===== src/core/xmb_defs.vh =====
`ifndef XMB_DEFS_VH
`define XMB_DEFS_VH
`define XMB_PERIODS      3'h6
`define XMB_CNT_ONE      3'h1
`define XMB_PH_ADDR      3'h0
`define XMB_PH_ALE_END   3'h1
`define XMB_PH_STB_ON    3'h2
`define XMB_PH_STB_OFF   3'h5
`define XMB_INT_CODE_TOP 16'hF7FF
`define XMB_NOP          8'h00
`define XMB_XRAM_TOP     24'h0007FF
`endif


===== src/core/xmb_bus.v =====
`timescale 1ns/1ps
`include "xmb_defs.vh"
module xmb_bus (
  clock,
  arst_n,
  strapIn,
  strobePinIn,
  latchDisable,
  xramMapEn,
  fetchReq,
  fetchAddr,
  dataReq,
  dataWrite,
  dataAddr,
  dataWdata,
  lowPortReg,
  highPortReg,
  lowPortIn,
  highPortIn,
  extCode,
  downloadMode,
  busRdata,
  busDone,
  intFetch,
  intData,
  nopFetch,
  lowPortOut,
  lowPortOe,
  highPortOut,
  highPortOe,
  highPortWeak,
  latchStrobe,
  latchStrobeOe,
  progStrobeN,
  readStrobeN,
  writeStrobeN
);
  input  wire        clock;
  input  wire        arst_n;
  input  wire        strapIn;
  input  wire        strobePinIn;
  input  wire        latchDisable;
  input  wire        xramMapEn;
  input  wire        fetchReq;
  input  wire [15:0] fetchAddr;
  input  wire        dataReq;
  input  wire        dataWrite;
  input  wire [23:0] dataAddr;
  input  wire [7:0]  dataWdata;
  input  wire [7:0]  lowPortReg;
  input  wire [7:0]  highPortReg;
  input  wire [7:0]  lowPortIn;
  input  wire [7:0]  highPortIn;
  output reg         extCode;
  output reg         downloadMode;
  output reg  [7:0]  busRdata;
  output reg         busDone;
  output reg         intFetch;
  output reg         intData;
  output reg         nopFetch;
  output reg  [7:0]  lowPortOut;
  output reg  [7:0]  lowPortOe;
  output reg  [7:0]  highPortOut;
  output reg  [7:0]  highPortOe;
  output reg  [7:0]  highPortWeak;
  output reg         latchStrobe;
  output reg         latchStrobeOe;
  output reg         progStrobeN;
  output reg         readStrobeN;
  output reg         writeStrobeN;

  localparam ST_IDLE  = 3'b001;
  localparam ST_FETCH = 3'b010;
  localparam ST_DATA  = 3'b100;

  // =========================================
  // strap capture
  // =========================================
  reg strapPend_q;
  always @(posedge clock or negedge arst_n) begin
    if (!arst_n) begin
      strapPend_q  <= 1'b1;
      extCode      <= 1'b0;
      downloadMode <= 1'b0;
    end else if (strapPend_q) begin
      // first edge after release; strap assumed stable afterwards
      strapPend_q  <= 1'b0;
      extCode      <= ~strapIn;
      downloadMode <= ~strobePinIn;
    end
  end

  // =========================================
  // cycle sequencer
  // =========================================
  reg [2:0]  state_q;
  reg [2:0]  phase_q;
  reg        wr_q;
  reg [23:0] addr_q;
  reg [7:0]  wdata_q;
  wire isXram = xramMapEn && (dataAddr <= `XMB_XRAM_TOP);
  wire lastPh = (phase_q == (`XMB_PERIODS - `XMB_CNT_ONE));
  // one idle edge after any answer so a held request is not taken twice
  wire reqOk  = !strapPend_q && !busDone && !intFetch && !intData;

  always @(posedge clock or negedge arst_n) begin
    if (!arst_n) begin
      state_q      <= ST_IDLE;
      phase_q      <= `XMB_PH_ADDR;
      wr_q         <= 1'b0;
      addr_q       <= 24'h000000;
      wdata_q      <= 8'h00;
      busRdata     <= 8'h00;
      busDone      <= 1'b0;
      intFetch     <= 1'b0;
      intData      <= 1'b0;
      nopFetch     <= 1'b0;
      lowPortOut   <= 8'hFF;
      lowPortOe    <= 8'h00;
      highPortOut  <= 8'hFF;
      highPortOe   <= 8'h00;
      highPortWeak <= 8'hFF;
      latchStrobe  <= 1'b0;
      latchStrobeOe <= 1'b1;
      progStrobeN  <= 1'b1;
      readStrobeN  <= 1'b1;
      writeStrobeN <= 1'b1;
    end else begin
      busDone  <= 1'b0;
      intFetch <= 1'b0;
      intData  <= 1'b0;
      nopFetch <= 1'b0;
      latchStrobeOe <= ~latchDisable;
      case (state_q)
        ST_IDLE: begin
          phase_q <= `XMB_PH_ADDR;
          // general I/O: open drain low port, weak high port
          lowPortOut   <= 8'h00;
          lowPortOe    <= ~lowPortReg;
          highPortOut  <= 8'h00;
          highPortOe   <= ~highPortReg;
          highPortWeak <= highPortReg;
          latchStrobe  <= 1'b0;
          progStrobeN  <= 1'b1;
          if (fetchReq && reqOk) begin
            if (extCode) begin
              state_q <= ST_FETCH;
              addr_q  <= {8'h00, fetchAddr};
            end else if (fetchAddr > `XMB_INT_CODE_TOP) begin
              nopFetch <= 1'b1;
              busRdata <= `XMB_NOP;
              busDone  <= 1'b1;
            end else begin
              intFetch <= 1'b1;
            end
          end else if (dataReq && reqOk) begin
            if (isXram) begin
              intData <= 1'b1;
            end else begin
              state_q <= ST_DATA;
              wr_q    <= dataWrite;
              addr_q  <= dataAddr;
              wdata_q <= dataWdata;
            end
          end
        end
        ST_FETCH, ST_DATA: begin
          phase_q <= lastPh ? `XMB_PH_ADDR : phase_q + `XMB_CNT_ONE;
          highPortWeak <= 8'h00;
          highPortOe   <= 8'hFF;
          highPortOut  <= (state_q == ST_FETCH) ? addr_q[15:8]
                          : (phase_q == `XMB_PH_ADDR ? addr_q[23:16]
                                                     : addr_q[15:8]);
          latchStrobe <= (phase_q == `XMB_PH_ADDR) &&
                         (state_q == ST_FETCH || phase_q == `XMB_PH_ADDR);
          if (phase_q == `XMB_PH_ADDR) begin
            lowPortOut <= addr_q[7:0];
            lowPortOe  <= 8'hFF;
          end else if (state_q == ST_DATA && wr_q) begin
            lowPortOut <= wdata_q;
            lowPortOe  <= 8'hFF;
          end else begin
            lowPortOut <= 8'h00;
            lowPortOe  <= 8'h00;
          end
          if (phase_q == `XMB_PH_STB_ON) begin
            if (state_q == ST_FETCH)
              progStrobeN <= 1'b0;
            else if (wr_q)
              writeStrobeN <= 1'b0;
            else
              readStrobeN <= 1'b0;
          end
          if (phase_q == `XMB_PH_STB_OFF) begin
            progStrobeN  <= 1'b1;
            readStrobeN  <= 1'b1;
            writeStrobeN <= 1'b1;
            busRdata     <= lowPortIn;
          end
          if (lastPh) begin
            busDone <= 1'b1;
            state_q <= ST_IDLE;
          end
        end
        default: state_q <= ST_IDLE;
      endcase
    end
  end
  wire unusedHigh = |highPortIn;
endmodule // xmb_bus


===== config.mk =====
export PLATFORM = sky130hd
export DESIGN_NAME = xmb_bus
export DESIGN_NICKNAME = d
export VERILOG_FILES = /design/src/core/xmb_bus.v
export VERILOG_INCLUDE_DIRS = /design/src /design/src/core
export SDC_FILE = /design/constraint.sdc
export NUM_CORES = 1
export LEC_CHECK = 0
export BUFFER_PORTS_ARGS = -buffer_cell sky130_fd_sc_hd__buf_2
export CORE_MARGIN = 4
export CORE_UTILIZATION = 45
export CTS_CLUSTER_SIZE = 40
export DETAILED_ROUTE_END_ITERATION = 8
export HOLD_SLACK_MARGIN = 0.05
export PLACE_DENSITY = 0.77
export REMOVE_ABC_BUFFERS = 1
export SKIP_CTS_REPAIR_TIMING = 1
export SLEW_MARGIN = 40
export SYNTH_ARGS = -nofsm -noshare
export SYNTH_HDL_FRONTEND = slang
export SYNTH_SLANG_ARGS = --single-unit

===== constraint.sdc =====
create_clock -name clock -period 6.7 [get_ports clock]
set_clock_uncertainty 0.05 [all_clocks]
set_input_delay 0.67 -clock clock [delete_from_list [all_inputs] [get_ports clock]]
set_output_delay 0.67 -clock clock [all_outputs]
set_load 0.01 [all_outputs]

# After elaboration in Yosys (flattened, before gate mapping)
# Cells that the tools add are included.
[totals]
out_inout_bits = 59
rom_bits = 0
ramBits = 0
mem_count = 0
wordCells = 132
latchBits = 0
register_bits = 99
in_bits = 89
[op_classes]
order_cmp = 2
mux = 55
shift = 0
div_mod_pow = 0
bitwise = 7
multipliers = 0
addsub = 1
reduce_logical = 26
n_eq_ne = 18
[ops]
columns = ["cell", "count"]
rows = [
  ["24-bit 2-to-1 mux", 4],
  ["8-bit one-hot mux with 2 select lines", 6],
  ["8-bit 2-to-1 mux", 10],
  ["24-bit by 11-bit less-or-equal comparator with 1-bit output (second input constant)", 1],
  ["1-bit 2-to-1 mux", 24],
  ["4-bit AND reduction", 5],
  ["3-bit 2-to-1 mux", 6],
  ["16-bit greater-than comparator (second input constant)", 1],
  ["8-bit inverter", 2],
  ["3-bit inequality test (second input constant)", 5],
  ["2-bit inequality test (second input constant)", 6],
  ["3-bit one-hot mux with 2 select lines", 2],
  ["1-bit logical AND", 8],
  ["2-bit nonzero test", 4],
  ["3-bit by 2-bit == test with 1-bit output (second input constant)", 2],
  ["3-bit == test (second input constant)", 2],
  ["1-bit one-hot mux with 2 select lines", 3],
  ["1-bit inverter", 5],
  ["5-bit AND reduction", 1],
  ["1-bit logical NOT", 4],
  ["2-bit by 1-bit inequality test with 1-bit output (second input constant)", 2],
  ["3-bit by 1-bit adder with 3-bit output (second input constant)", 1],
  ["3-bit by 1-bit == test with 1-bit output (second input constant)", 1],
  ["3-bit logical NOT", 1],
  ["3 further kinds", 3],
]

# Depth between registers and ports, before layout
[depth]
ltp_word = 8
depth_mapped = 6
ltp_nobuf = 4

# Least setup slack after synthesis
# OpenSTA, ideal clock, no wires.
[synth_timing]
path_type = "register -> register"
startpoint = "reg state_q[0]"
endpoint = "reg wr_q"
required_time_ns = 6.525
period_less_slack_ns = 2.105
setup_ns = 0.125
stages_incl_launch_ff = 7
slack_ns = 4.595
n_path_buf = 2
arrival_ns = 1.929
path_cell_list = "dfstp_2 > buf_4 > nor3b_4 > nand4b_1 > nor2_2 > buf_6 > mux2_4"
[synth_between]
elab_chain_len = 2
[synth_lines]
columns = ["item", "line", "rtl"]
rows = [
  ["from (decl)", "xmb_bus.v:96", "reg [2:0] state_q;"],
  ["from (signal assigned)", "xmb_bus.v:108", "state_q <= ST_IDLE;"],
  ["from (signal assigned)", "xmb_bus.v:147", "state_q <= ST_FETCH;"],
  ["from (signal assigned)", "xmb_bus.v:160", "state_q <= ST_DATA;"],
  ["3-bit by 1-bit == test with 1-bit output", "xmb_bus.v:134", "case (state_q)"],
  ["4-bit AND reduction (no source line)", "-", ""],
  ["to (signal assigned)", "xmb_bus.v:161", "wr_q <= dataWrite;"],
  ["to (decl)", "xmb_bus.v:98", "reg wr_q;"],
]
# Every way passes these cells.
# A chain may end at the register's enable or synchronous reset.

# Final worst setup path
[layout_timing]
startpoint = "reg state_q[0]"
endpoint = "reg wdata_q[2]"
[layout_between]
elab_chain_len = 2
[layout_lines]
columns = ["item", "line", "rtl"]
rows = [
  ["3-bit by 1-bit == test with 1-bit output", "xmb_bus.v:134", ""],
  ["4-bit AND reduction (no source line)", "-", ""],
  ["to (signal assigned)", "xmb_bus.v:163", "wdata_q <= dataWdata;"],
  ["to (decl)", "xmb_bus.v:100", "reg [7:0] wdata_q;"],
]
# Every way passes these cells.

==> flow_metrics.py <==
metrics = {
    "critical_path": {
        "critPathBufInv": 0,
        "cp.required_ps": 6890,
        "crit_family": "simple AND/OR/NAND/NOR gates",
        "path_cells": "nor3b_4, nand4b_1, nor2_4, mux2_2",
        "crit_path_top_delay_cell": "dfstp_2",
        "worstSetupStartpointType": "register",
        "max_stage_delay_ps": 670,
        "worstPathMaxFanout": 18,
        "cp.arrival_ps": 2910,
        "cp-end-kind": "register",
        "path_class": "reg2reg",
    },
    "floorplan": {
        "start_util_pct": 47.0,
        "die_h_um": 107,
        "rows": 35,
        "die-area_um2": 11400,
        "ios": 148,
        "core-area_um2": 9370,
        "die_width_um": 107,
    },
    "synth": {
        "synth_seq_cells": 99,
        "syn-cell-area_um2": 4410,
        "syn_inst": 384,
        "yosysUniqueCellTypes": 48,
        "async_flop_share_pct": 100,
        "synth_area_per_cell_um2": 11.5,
        "synth_edf_count": 0,
        "synth_ff_type": "dfrtp_1",
        "yosys_warnings": 0,
        "yosysSeqAreaShare_pct": 57.1,
    },
    "placement": {
        "io_buffers": 139,
        "gp_congestion": 0.778,
        "dp_hpwl_um": 7230,
        "post-place-ws_ps": 3980,
    },
    "sta": {
        "final.min_clock_period_ps": 2720,
        "fmax_mhz": 367,
        "finalMaxSlewViolations": 0,
        "setup_violations": 0,
        "slew-limit-headroom_pct": 54.1,
        "fin_tns_setup_ps": 0,
        "postLayoutSetupSlackWorst_ps": 3980,
        "rsz0062_at_grt": "no",
        "finalCritPeriodShare_pct": 40.6,
        "tightest_slew_ps": 688,
        "hold_viol": 0,
    },
    "clock_tree": {
        "numClockSinks": 99,
        "tritoncts": "yes",
        "cts_buffers": 9,
        "clk_latency_ps": 350,
        "cts_buffer_depth": 2,
        "cts-root-buf": "clkbuf_8",
        "clkSlewWorstSetupHoldPaths_ps": 100,
        "htreeDepth": 3,
    },
    "cells_and_area": {
        "drive_gt1_share_pct": 46.5,
        "multi_input_area_um2": 1770,
        "finalNetCount": 604,
        "register_area_um2": 2510,
        "fillCellCount": 821,
        "syn2layout_area_growth_pct": 23.3,
        "num_antenna_cells": 0,
    },
    "detailed_routing": {
        "wirelength_um": 10100,
        "drt-wirelength-per-cell_um": 15.5,
        "drc_errors": 0,
        "drt_iter0_drc": 126,
        "drtAntennaViolNets": 0,
        "vias": 3336,
        "viasPerCell": 5.14,
        "drtPass1Iterations": 4,
    },
    "global_routing": {
        "antenna_found_initial": 0,
        "grt_overflow": 0,
        "grt_usage_pct": 17.8,
        "grt_start_max_net_pins": 53,
        "grt_pass1_wl_um": 16200,
        "grt_pass1_vias": 3296,
    },
    "status": {
        "status": "complete, no violations",
    },
    "power_and_ir_drop": {
        "p_per_area_nw_per_um2": 379,
        "finalPower_w": 0.00206,
        "p_leak_nw": 2.67,
        "irDropWorstVdd_mv": 0.171,
    },
    "run": {
        "max-cap-violations": 0,
    },
    "hold_path": {
        "hp-class": "in2async",
    },
}
[state kept, by name, summed over array words and instances, names as in the netlist, 3 cells and up]
| register | cells |
|---|---|
| wdata_q | 8 |
| lowPortOut | 8 |
| highPortOut | 8 |
| highPortWeak | 8 |
| busRdata | 8 |
| state_q | 3 |
| addr_q | 24 |
| highPortOe | 8 |
| lowPortOe | 8 |
| phase_q | 3 |
[final timing paths]
kind	start	end	slack, ps	cells past startpoint
worst max register to register	state_q[0]	wdata_q[2]	3980	4
worst min-delay path	arst_n	addr_q[19]	260	1
worst min register to register	lowPortOut[6]	lowPortOut[6]	400	2
min in group clock	latchDisable	latchStrobeOe	360	2
max in group asynchronous	arst_n	nopFetch	5240	2
worst max-delay path	state_q[0]	wdata_q[2]	3980	4
[report_power, final]
part	switching (W)	total (W)	internal (W)
Sequential	0.000123	0.000957	0.000835
Combinational	0.000369	0.000675	0.000306
Clock	0.000211	0.000424	0.000212
Total	0.000703	0.00206	0.00135
[cells in the final DEF, fill, tap and decap left out, types with 4 or more instances in the layout]
master	synthesis	final
a21o_1	4	4
a21oi_1	12	11
a22oi_1	8	8
buf_2	4	138
clkbuf_8	1	9
dfrtp_1	69	69
dfstp_2	30	30
inv_1	12	12
mux2_2	40	40
mux2i_1	25	25
nand2_1	67	66
nand3_1	12	12
nor2_1	18	17
o21ai_0	19	19
o22a_1	8	8
[final cells by class]
| cell class | count | share of cell area [%] |
|---|---|---|
| flip-flops and latches | 99 | 46.3 |
| multi-input cells | 252 | 32.6 |
| repair buffers | 141 | 13.2 |
| well taps | 129 | 2.97 |
| clock buffers | 9 | 2.28 |
| clock inverters | 7 | 1.80 |
| inverters | 12 | 0.829 |
[Yosys cell counts, types with 2 or more instances]
library cell / count / area, um^2
a21o_1: 4 / 30.0
a21oi_1: 12 / 60.1
a22oi_1: 8 / 60.1
a32o_1: 2 / 20.0
and3_1: 2 / 12.5
buf_2: 4 / 20.0
buf_6: 2 / 22.5
clkbuf_1: 13 / 48.8
dfrtp_1: 69 / 1730
dfstp_2: 30 / 788
inv_1: 12 / 45.0
mux2_2: 40 / 450
mux2i_1: 25 / 250
nand2_1: 67 / 251
nand2b_1: 2 / 12.5
nand3_1: 12 / 60.1
nor2_1: 18 / 67.6
nor3_1: 2 / 10.0
nor3b_1: 2 / 15.0
nor4_1: 2 / 12.5
o211ai_1: 2 / 15.0
o21ai_0: 19 / 95.1
o21ai_2: 2 / 17.5
o22a_1: 8 / 70.1
or3b_2: 2 / 17.5
[routing by layer]
layer,GRT usage (%),vias up,wire length (um)
met4,4.29,0,68
li1,-,1592,-
met2,30.4,116,4900
met3,4.39,7,742
met1,22.9,1621,4340
met5,0,-,0
[cells by family (layout without fill, tap and decap cells)]
| group | after synthesis | count (layout) | share of synthesized area (%) |
|---|---|---|---|
| compound gates | 62 | 62 | 9.28 |
| xor+xnor | 2 | 2 | 0.398 |
| buf+inv | 33 | 169 | 3.58 |
| flops | 99 | 99 | 57.1 |
| mux | 66 | 66 | 16.2 |
| other cells | 1 | 1 | 0.0851 |
| simple gates | 121 | 121 | 13.3 |
[through the flow]
step	util [%]	std cells	instance area, um^2	hold slack, ps
after detailed placement	55.6	633	5210	393
after CTS	58.0	649	5430	271
after floorplan	-	363	4290	324
after global routing	58.0	649	5430	296
after global placement	55.1	632	5160	393
final	58.0	649	5430	257
(Power assumes the default switching activity.)
